$ cat src/tip_pkg.sv
// Constants shared by the timer interrupt, prescaler and flag slice.
// Assumes an 8-bit APB byte address space with one 32-bit word per register.
package tip_pkg;

    // APB address width and register byte offsets.
    localparam int         APB_ADDR_W      = 8;
    localparam logic [7:0] SYS_CTRL_OFFS   = 8'h00;
    localparam logic [7:0] CHAN_IEN_OFFS   = 8'h04;
    localparam logic [7:0] CNT_CTRL_OFFS   = 8'h08;
    localparam logic [7:0] CHAN_FLAG_OFFS  = 8'h0c;
    localparam logic [7:0] OVF_FLAG_OFFS   = 8'h10;

    // Channel group: four channels held in bits 7:4.
    localparam int CHAN_COUNT = 4;
    localparam int CHAN_LSB   = 4;

    // Field positions.
    localparam int FAST_CLEAR_BIT    = 4;
    localparam int OVF_IRQ_EN_BIT    = 7;
    localparam int CMP7_CLEAR_BIT    = 3;
    localparam int DIV_SEL_LSB       = 0;
    localparam int DIV_SEL_W         = 3;
    localparam int OVF_FLAG_BIT      = 7;

    // Writable bits of each register; everything else reads as zero.
    localparam logic [7:0] SYS_CTRL_MASK  = 8'h10;
    localparam logic [7:0] CHAN_IEN_MASK  = 8'hf0;
    localparam logic [7:0] CNT_CTRL_MASK  = 8'h8f;
    localparam logic [7:0] CHAN_FLAG_MASK = 8'hf0;
    localparam logic [7:0] OVF_FLAG_MASK  = 8'h80;

    // Values after reset.
    localparam logic [7:0] SYS_CTRL_RST  = 8'h00;
    localparam logic [7:0] CHAN_IEN_RST  = 8'h00;
    localparam logic [7:0] CNT_CTRL_RST  = 8'h00;
    localparam logic [7:0] CHAN_FLAG_RST = 8'h00;
    localparam logic [7:0] OVF_FLAG_RST  = 8'h00;
    localparam logic [2:0] DIV_SEL_RST   = 3'h0;
    localparam logic [6:0] PRESC_CNT_RST = 7'h00;

endpackage

$ cat src/tip_presc_if.sv
// Link between the control slice and its prescaler.
// Assumes both ends run on the same bus clock.
`timescale 1ns/1ps
interface tip_presc_if #(
    parameter int SEL_W = 3
);
    logic [SEL_W-1:0] divSel;     // Requested divider select.
    logic [SEL_W-1:0] activeSel;  // Divider select now in use.
    logic             tick;       // One-cycle timer clock enable.

    // Control side requests a ratio and sees the ticks.
    modport ctrl (
        output divSel,
        input  activeSel,
        input  tick
    );

    // Prescaler side takes the request and makes the ticks.
    modport presc (
        input  divSel,
        output activeSel,
        output tick
    );
endinterface

$ cat src/tip_prescaler.sv
// Bus-clock prescaler: divides by two to the power of the active select.
// Assumes the requested select may change at any cycle.
`timescale 1ns/1ps
module tip_prescaler
    import tip_pkg::*;
#(
    parameter int SEL_W = DIV_SEL_W
) (
    // Clock and reset.
    input  wire logic clk,
    input  wire logic rst_n,
    // Link to the control slice.
    tip_presc_if.presc pif
);
    localparam int CNT_W = (1 << SEL_W) - 1;

    logic [CNT_W-1:0] cnt_reg;
    logic [SEL_W-1:0] activeSel_reg;
    logic [CNT_W-1:0] lastCount;
    logic             wrap;

    // Terminal count is the select's number of low ones, so ratio 1 wraps every cycle.
    assign lastCount = ~({CNT_W{1'b1}} << activeSel_reg);
    assign wrap      = (cnt_reg == lastCount);

    // Count stages run from zero to the terminal count and return to zero.
    always_ff @(posedge clk or negedge rst_n) begin
        if (!rst_n) begin
            cnt_reg <= PRESC_CNT_RST[CNT_W-1:0];
        end else if (wrap) begin
            cnt_reg <= '0;
        end else begin
            cnt_reg <= cnt_reg + 1'b1;
        end
    end

    // A new ratio is adopted only as the stages return to zero, so no
    // prescale cycle is ever cut short or stretched midway.
    always_ff @(posedge clk or negedge rst_n) begin
        if (!rst_n) begin
            activeSel_reg <= DIV_SEL_RST[SEL_W-1:0];
        end else if (wrap) begin
            activeSel_reg <= pif.divSel;
        end
    end

    // Outputs toward the control slice.
    assign pif.tick      = wrap;
    assign pif.activeSel = activeSel_reg;

endmodule

$ cat src/tip_timer_ctrl.sv
// Control and status slice of a 16-bit timer: interrupt enables, prescaler,
// counter clear on channel-7 compare, channel and overflow flags.
// Assumes the counter, compare and capture engines sit outside, share the
// bus clock, and report through single-cycle strobes sampled here.
//
// Contract
// - Channel enables bits 7:4 gate matching flags.
// - Overflow enable bit 7 gates overflow request.
// - Clear bit 3 resets counter on compare 7.
// - Compare value zero with clear holds counter zero.
// - Compare-driven reset from maximum never sets overflow.
// - Divider select gives bus clock over two-power.
// - New ratio applies only when stages are zero.
// - Channel event sets its flag.
// - Writing one clears flag; zero leaves it.
// - Fast clear: capture read or compare write clears.
// - Fast clear: counter access clears overflow flag.
// - Counter rollover to zero sets overflow flag.
// - Overflow flag write with bit 7 clears it.
// - Fast clear enable is system control bit 4.
`timescale 1ns/1ps
module tip_timer_ctrl
    import tip_pkg::*;
(
    // Clock and reset.
    input  wire logic                  clk,
    input  wire logic                  rst_n,
    // APB slave.
    input  wire logic                  psel,
    input  wire logic                  penable,
    input  wire logic                  pwrite,
    input  wire logic [APB_ADDR_W-1:0] paddr,
    input  wire logic [31:0]           pwdata,
    output logic      [31:0]           prdata,
    output logic                       pready,
    output logic                       pslverr,
    // Strobes from the channel engines, one bit per channel 7:4.
    input  wire logic [CHAN_COUNT-1:0] chanEventStrobe,
    input  wire logic [CHAN_COUNT-1:0] captureReadStrobe,
    input  wire logic [CHAN_COUNT-1:0] compareWriteStrobe,
    // Status and strobes from the counter datapath.
    input  wire logic                  counterAccessStrobe,
    input  wire logic                  counterAtMax,
    input  wire logic                  compare7Match,
    input  wire logic                  compare7IsZero,
    // Controls toward the counter datapath.
    output logic                       prescaleTick,
    output logic                       counterClear,
    output logic                       fastClearActive,
    // Interrupt requests.
    output logic [CHAN_COUNT-1:0]      chanIrqReq,
    output logic                       ovfIrqReq,
    output logic                       irq
);

    // Register state.
    logic                  fastClearEn_reg;
    logic [CHAN_COUNT-1:0] chanIrqEn_reg;
    logic                  ovfIrqEn_reg;
    logic                  cmp7ClearEn_reg;
    logic [DIV_SEL_W-1:0]  divSel_reg;
    logic [CHAN_COUNT-1:0] chanFlag_reg;
    logic                  ovfFlag_reg;
    logic [31:0]           prdata_reg;

    // Next values of the flags.
    logic [CHAN_COUNT-1:0] chanFlag_next;
    logic                  ovfFlag_next;

    // Bus decode.
    logic                  setupPhase;
    logic                  accessPhase;
    logic                  wrStrobe;
    logic                  hitSysCtrl;
    logic                  hitChanIen;
    logic                  hitCntCtrl;
    logic                  hitChanFlag;
    logic                  hitOvfFlag;
    logic                  addrMapped;
    logic [7:0]            wrByte;
    logic [31:0]           readValue;

    // Flag set and clear terms.
    logic [CHAN_COUNT-1:0] chanSet;
    logic [CHAN_COUNT-1:0] chanClear;
    logic                  ovfSet;
    logic                  ovfClear;
    logic                  rollover;

    // Views of the registers as 8-bit images.
    logic [7:0]            sysCtrlImage;
    logic [7:0]            chanIenImage;
    logic [7:0]            cntCtrlImage;
    logic [7:0]            chanFlagImage;
    logic [7:0]            ovfFlagImage;

    // Prescaler link.
    tip_presc_if #(.SEL_W(DIV_SEL_W)) prescLink ();

    tip_prescaler #(
        .SEL_W (DIV_SEL_W)
    ) u_prescaler (
        .clk   (clk),
        .rst_n (rst_n),
        .pif   (prescLink.presc)
    );

    // The ratio request goes straight to the prescaler, which decides when it lands.
    assign prescLink.divSel = divSel_reg;
    assign prescaleTick     = prescLink.tick;

    // APB phases: the slave never inserts wait states.
    assign setupPhase  = psel & ~penable;
    assign accessPhase = psel & penable;
    assign pready      = 1'b1;
    assign wrStrobe    = accessPhase & pwrite & pready;
    assign wrByte      = pwdata[7:0];

    // Address decode on the full byte address; unaligned addresses miss.
    assign hitSysCtrl  = (paddr == SYS_CTRL_OFFS);
    assign hitChanIen  = (paddr == CHAN_IEN_OFFS);
    assign hitCntCtrl  = (paddr == CNT_CTRL_OFFS);
    assign hitChanFlag = (paddr == CHAN_FLAG_OFFS);
    assign hitOvfFlag  = (paddr == OVF_FLAG_OFFS);
    assign addrMapped  = hitSysCtrl | hitChanIen | hitCntCtrl | hitChanFlag | hitOvfFlag;

    // An unmapped address is answered with an error and has no effect.
    assign pslverr = accessPhase & ~addrMapped;

    // Register images; reserved bits read as zero.
    always_comb begin
        sysCtrlImage                             = 8'h00;
        sysCtrlImage[FAST_CLEAR_BIT]             = fastClearEn_reg;
        chanIenImage                             = 8'h00;
        chanIenImage[CHAN_LSB +: CHAN_COUNT]     = chanIrqEn_reg;
        cntCtrlImage                             = 8'h00;
        cntCtrlImage[OVF_IRQ_EN_BIT]             = ovfIrqEn_reg;
        cntCtrlImage[CMP7_CLEAR_BIT]             = cmp7ClearEn_reg;
        cntCtrlImage[DIV_SEL_LSB +: DIV_SEL_W]   = divSel_reg;
        chanFlagImage                            = 8'h00;
        chanFlagImage[CHAN_LSB +: CHAN_COUNT]    = chanFlag_reg;
        ovfFlagImage                             = 8'h00;
        ovfFlagImage[OVF_FLAG_BIT]               = ovfFlag_reg;
    end

    // Read multiplexer; data sits in the low byte, upper bits read as zero.
    always_comb begin
        readValue = 32'h0000_0000;
        if (hitSysCtrl) begin
            readValue[7:0] = sysCtrlImage;
        end else if (hitChanIen) begin
            readValue[7:0] = chanIenImage;
        end else if (hitCntCtrl) begin
            readValue[7:0] = cntCtrlImage;
        end else if (hitChanFlag) begin
            readValue[7:0] = chanFlagImage;
        end else if (hitOvfFlag) begin
            readValue[7:0] = ovfFlagImage;
        end
    end

    // Read data is captured in the setup cycle so prdata comes from a flip-flop.
    // A flag that sets during the access cycle shows on the next read.
    always_ff @(posedge clk or negedge rst_n) begin
        if (!rst_n) begin
            prdata_reg <= 32'h0000_0000;
        end else if (setupPhase & ~pwrite) begin
            prdata_reg <= readValue;
        end
    end

    assign prdata = prdata_reg;

    // System control: only the fast clear enable is held here.
    always_ff @(posedge clk or negedge rst_n) begin
        if (!rst_n) begin
            fastClearEn_reg <= SYS_CTRL_RST[FAST_CLEAR_BIT];
        end else if (wrStrobe & hitSysCtrl) begin
            fastClearEn_reg <= wrByte[FAST_CLEAR_BIT] & SYS_CTRL_MASK[FAST_CLEAR_BIT];
        end
    end

    assign fastClearActive = fastClearEn_reg;

    // Channel interrupt enables, one per channel in the flag bit positions.
    always_ff @(posedge clk or negedge rst_n) begin
        if (!rst_n) begin
            chanIrqEn_reg <= CHAN_IEN_RST[CHAN_LSB +: CHAN_COUNT];
        end else if (wrStrobe & hitChanIen) begin
            chanIrqEn_reg <= wrByte[CHAN_LSB +: CHAN_COUNT] &
                             CHAN_IEN_MASK[CHAN_LSB +: CHAN_COUNT];
        end
    end

    // Counter control: overflow enable, clear on compare 7, divider select.
    always_ff @(posedge clk or negedge rst_n) begin
        if (!rst_n) begin
            ovfIrqEn_reg    <= CNT_CTRL_RST[OVF_IRQ_EN_BIT];
            cmp7ClearEn_reg <= CNT_CTRL_RST[CMP7_CLEAR_BIT];
            divSel_reg      <= DIV_SEL_RST;
        end else if (wrStrobe & hitCntCtrl) begin
            ovfIrqEn_reg    <= wrByte[OVF_IRQ_EN_BIT] & CNT_CTRL_MASK[OVF_IRQ_EN_BIT];
            cmp7ClearEn_reg <= wrByte[CMP7_CLEAR_BIT] & CNT_CTRL_MASK[CMP7_CLEAR_BIT];
            divSel_reg      <= wrByte[DIV_SEL_LSB +: DIV_SEL_W];
        end
    end

    // Counter clear request. A compare-7 match resets the counter; with the
    // compare value at zero the request stays up, so the counter sits at zero.
    // With the enable off the counter is left to free-run.
    assign counterClear = cmp7ClearEn_reg & (compare7Match | compare7IsZero);

    // A rollover is the counter stepping past its maximum on a tick. When the
    // same step is a compare-driven reset it is not an overflow, which keeps
    // a maximum compare value from flagging on every period.
    assign rollover = prescaleTick & counterAtMax;
    assign ovfSet   = rollover & ~counterClear;

    // Channel flag set and clear terms. Fast clear follows the engine's
    // strobes, which already tell capture reads from compare writes.
    assign chanSet   = chanEventStrobe;
    assign chanClear = ((wrStrobe & hitChanFlag) ?
                        wrByte[CHAN_LSB +: CHAN_COUNT] : {CHAN_COUNT{1'b0}}) |
                       ({CHAN_COUNT{fastClearEn_reg}} &
                        (captureReadStrobe | compareWriteStrobe));

    // Overflow clear by a write with bit 7 set, or by any counter access
    // while fast clear is on.
    assign ovfClear = (wrStrobe & hitOvfFlag & wrByte[OVF_FLAG_BIT]) |
                      (fastClearEn_reg & counterAccessStrobe);

    // Next flag values; a set in the clearing cycle survives the clear.
    always_comb begin
        chanFlag_next = (chanFlag_reg & ~chanClear) | chanSet;
        ovfFlag_next  = (ovfFlag_reg & ~ovfClear) | ovfSet;
    end

    // Channel flags; bits written with zero keep their state.
    always_ff @(posedge clk or negedge rst_n) begin
        if (!rst_n) begin
            chanFlag_reg <= CHAN_FLAG_RST[CHAN_LSB +: CHAN_COUNT];
        end else begin
            chanFlag_reg <= chanFlag_next;
        end
    end

    // Overflow flag.
    always_ff @(posedge clk or negedge rst_n) begin
        if (!rst_n) begin
            ovfFlag_reg <= OVF_FLAG_RST[OVF_FLAG_BIT];
        end else begin
            ovfFlag_reg <= ovfFlag_next;
        end
    end

    // Interrupt requests are plain gates of registered flags and enables,
    // so they fall in the cycle after the flag is cleared.
    assign chanIrqReq = chanFlag_reg & chanIrqEn_reg;
    assign ovfIrqReq  = ovfFlag_reg & ovfIrqEn_reg;
    assign irq        = (|chanIrqReq) | ovfIrqReq;

endmodule

$ cat config.mk
export PLATFORM = sky130hd
export DESIGN_NAME = tip_timer_ctrl
export DESIGN_NICKNAME = d
export VERILOG_FILES = /design/src/tip_pkg.sv /design/src/tip_presc_if.sv /design/src/tip_prescaler.sv /design/src/tip_timer_ctrl.sv
export SDC_FILE = /design/constraint.sdc
export NUM_CORES = 1
export LEC_CHECK = 0
export BUFFER_PORTS_ARGS = -buffer_cell sky130_fd_sc_hd__buf_4
export CAP_MARGIN = 15
export CORE_MARGIN = 4
export CORE_UTILIZATION = 44
export DETAILED_ROUTE_END_ITERATION = 8
export GPL_TIMING_DRIVEN = 1
export PLACE_DENSITY = 0.86
export SYNTH_ARGS = -nofsm -noshare
export SYNTH_HDL_FRONTEND = slang
export SYNTH_SLANG_ARGS = --single-unit
$ cat constraint.sdc
create_clock -name clk -period 2.8 [get_ports clk]
set_clock_uncertainty 0.15 [all_clocks]
set_input_delay 0.14 -clock clk [delete_from_list [all_inputs] [get_ports clk]]
set_output_delay 0.14 -clock clk [all_outputs]
set_load 0.01 [all_outputs]
==> run_results.csv <==
group,metric,value,unit
route,dr.pass1.iters,4,
worst_hold_path,hp-start,"paddr[1]",
cts,htreeDepth,2,
setup_path,critPathRequiredTime,2.51,ns
sta,setup_viol,0,
power_and_ir_drop,pwr-share-seq,47.0,%
global_route,grt_max_degree,34,
global_route,grt.met2_usage,29.39,%
setup_path,end_kind,"primary output",
cts,clockBufferDepth,2,
yosys,syn_avg_cell_area,10.02,sq um
finish,largest_reg_flops,8,
yosys,synth_cell_types,43,
worst_hold_path,min_path_cells,3,
finish,nets,315,
route,dr_total_vias,1536,
sta,hold_violations,0,
cts,cts.sinks,33,
global_route,grt-busiest-layer,"met2",
cts,cts.clk_slew.worst_paths,0.06,ns
finish,area_growth,29.84,%
route,drt_wl_total,4287,um
finish,post-route-util,59.98,%
yosys,async_flop_share,100.0,%
placed_design,hpwl,3191,um
finish,instances_no_fill,304,
route,antenna_left,0,
cts,cts_root_buf,"clkbuf_8",
global_route,grt_overflow_total,0,
floorplanning,die-area,5368,sq um
global_route,use_met3,5.335,%
yosys,ys_ff_latch,33,
yosys,yosys_warnings,0,
run,maxCapViolCount,0,
finish,fillers,332,
setup_path,critPathArrivalTime,2.04,ns
setup_path,reg2regPathDepth,5,
yosys,synth_edf_count,0,
yosys,synth_area_leaders,"dfrtp_1 44%, buf_4 10%, mux2_2 7.8%",
setup_path,path_max_fanout,12,
finish,layout-drive-gt1-share,33.07,%
floorplanning,die_width,73.27,um
sta,grt_setup_unrepaired,"no",
floorplanning,io_pins,104,
route,dr.first_iter.drc_count,43,
power_and_ir_drop,clkPwrFrac,29.1,%
yosys,netlist_area,1874,sq um
route,avgRoutedWirePerCell,14.10,um
setup_path,worstSetupPathType,"reg -> out",
setup_path,startpoint_type,"flop",
global_route,groute.usage.overall,17.19,%
placed_design,gp_congestion,0.8598,
floorplanning,start_util,46.19,%
power_and_ir_drop,p_int,0.0008115,W
global_route,grt_pass1_wl,6989,um
power_and_ir_drop,cellLeakagePower,1.192,nW
power_and_ir_drop,p_comb_share,23.9,%
global_route,grt_pass1_vias,1507,
power_and_ir_drop,power_density,474.1,nW/um^2
yosys,ys.flop_type,"dfrtp_1",
worst_hold_path,min_to,"prdata[4]",
cts,numCtsBuffers,5,
global_route,met1_usage,20.12,%
finish,multi_input_area,904.6,sq um
floorplanning,core,4058,sq um
global_route,antenna_found_initial,0,
power_and_ir_drop,vdd_ir_drop_max,0.3753,mV
floorplanning,num_rows,23,
sta,slew_violations,0,
yosys,synth.largest_area_cell,"dfrtp_1",
finish,insertedDiodeCount,0,
power_and_ir_drop,p_total,0.001154,W
placed_design,io_buffers,54,
sta,timing.fmax,0.4301,GHz
sta,setup_tns,0,ns
power_and_ir_drop,p_switching,0.0003423,W
sta,period_minus_slack,2.325,ns
worst_hold_path,hold_path_class,"in -> reg",
cts,cts_tree,"built",
floorplanning,fp.dieH,73.27,um
yosys,syn_inst,187,
finish,regArea,825.8,sq um
sta,fin_crit_sh,83.04,%
setup_path,reg2reg_to,"u_prescaler.pif.activeSel[0]",
yosys,yosys.area.top_type_share,44.06,%
run_status,status,"finished, final reports clean",
placed_design,placed_cells,282,
setup_path,reg2reg_slack,0.60,ns
setup_path,r2r-start,"u_prescaler.pif.activeSel[2]",
power_and_ir_drop,swShare,29.67,%
route,via_per_inst,5.053,
route,drc,0,
yosys,ys_seq_area_share,44.06,%
cts,worst_skew_pair.late_latency,0.28,ns
-- kinds of logic (layout without fill, tap and decap cells) --
group	after synthesis	in the layout	share of synthesized area, %
AOI/OAI and AO/OA	33	33	12.22
other	2	25	0.4007
muxes	16	16	9.413
and+or+nand+nor	61	61	18.63
DFF	33	33	44.06
xor gates and xnor gates	5	5	2.336
adders and majority gates	1	1	0.6675
buffers and inverters	36	80	12.28
-- final cells by class --
class / count / area share, %
clock buffers: 8 / 3.290
flip-flops and latches: 33 / 33.93
inverters: 4 / 0.6170
multi-input cells: 141 / 37.17
well taps: 50 / 2.571
repair buffers: 68 / 22.42
-- metal layers --
layer | vias to the layer above | wire (um)
met5 | - | 0
met4 | 0 | 92
met3 | 8 | 316
met2 | 62 | 2202
met1 | 726 | 1675
li1 | 740 | -
-- layout by cell type (no fill, tap or decap), types with 2 or more instances in the layout --
cell,Yosys,layout
buf_4,25,54
dfrtp_1,33,33
conb_1,2,25
nand2_1,15,15
nor2_1,14,14
dlygate4sd3_1,0,14
mux2_2,13,13
o21ai_0,9,9
and2_1,5,5
a31o_2,5,5
clkbuf_8,0,5
inv_1,4,4
xnor2_1,4,4
a22o_1,4,4
and3_1,3,3
a21oi_1,3,3
nand2b_1,3,3
nand3_1,3,3
a31oi_1,3,3
mux2i_1,3,3
clkbuf_1,6,3
nor4b_2,2,2
o22ai_1,2,2
nor2b_1,2,2
nor3_1,2,2
o31ai_1,2,2
or3_4,2,2
-- worst max path at each step --
stage	start	to	slack, ns	depth (start not counted)
2_1_floorplan	u_prescaler.pif.activeSel[1]	u_prescaler.pif.activeSel[1]	0.73	7
3_3_place_gp	u_prescaler.pif.activeSel[2]	u_prescaler.pif.activeSel[0]	0.63	5
3_5_place_dp	u_prescaler.pif.activeSel[2]	u_prescaler.pif.activeSel[0]	0.64	5
4_1_cts	u_prescaler.pif.activeSel[2]	prescaleTick	0.48	5
5_1_grt	u_prescaler.pif.activeSel[2]	prescaleTick	0.22	5
6_report	u_prescaler.pif.activeSel[2]	prescaleTick	0.47	5
-- power by group through the flow --
stage                     sequential (W)  combinational [W]  clock, W
after floorplan                 0.000530           0.000206         0
after global placement          0.000548           0.000257         0
after detailed placement        0.000551           0.000258         0
after CTS                       0.000542           0.000276  0.000346
after global routing            0.000550           0.000315  0.000362
final                           0.000542           0.000275  0.000336
-- cells in the mapped netlist (all sizes together) (2+ instances only) --
master  count
a31o        5
nor3        2
mux2       13
nor2       14
a21oi       3
nand2      15
dfrtp      33
or4         2
o21ai       9
nor4b       2
a31oi       3
and2        5
o22ai       2
conb        2
and3        3
nand3       3
buf        26
mux2i       3
o31ai       2
nand2b      3
or3         3
nor3b       2
nor2b       2
xnor2       4
inv         4
clkbuf      6
a22o        4
-- critical path: stages (launching register included) --
cell      delay, ns
dfrtp_1        0.52
nand2b_1       0.15
a211oi_1       0.07
nor4_1         0.29
o2111a_1       0.52
buf_4          0.21
-- metrics by stage --
step           instance area [sq um]  setup slack (ns)  hold slack, ns
2_1_floorplan                   1961            0.7277         -0.3056
3_3_place_gp                    2213            0.6259        -0.04830
3_5_place_dp                    2213            0.6389        -0.04650
4_1_cts                         2434            0.4758         0.05248
5_1_grt                         2434            0.2188         0.06593
6_report                        2434            0.4749         0.05921
-- timing repair --
item / in CTS / in global routing
hold buffers: 14 / 0
buffers inserted: 0 / 0
hold endpoints to repair: 48 / 0
resized for setup: 0 / 0
(Power assumes the default switching activity.)
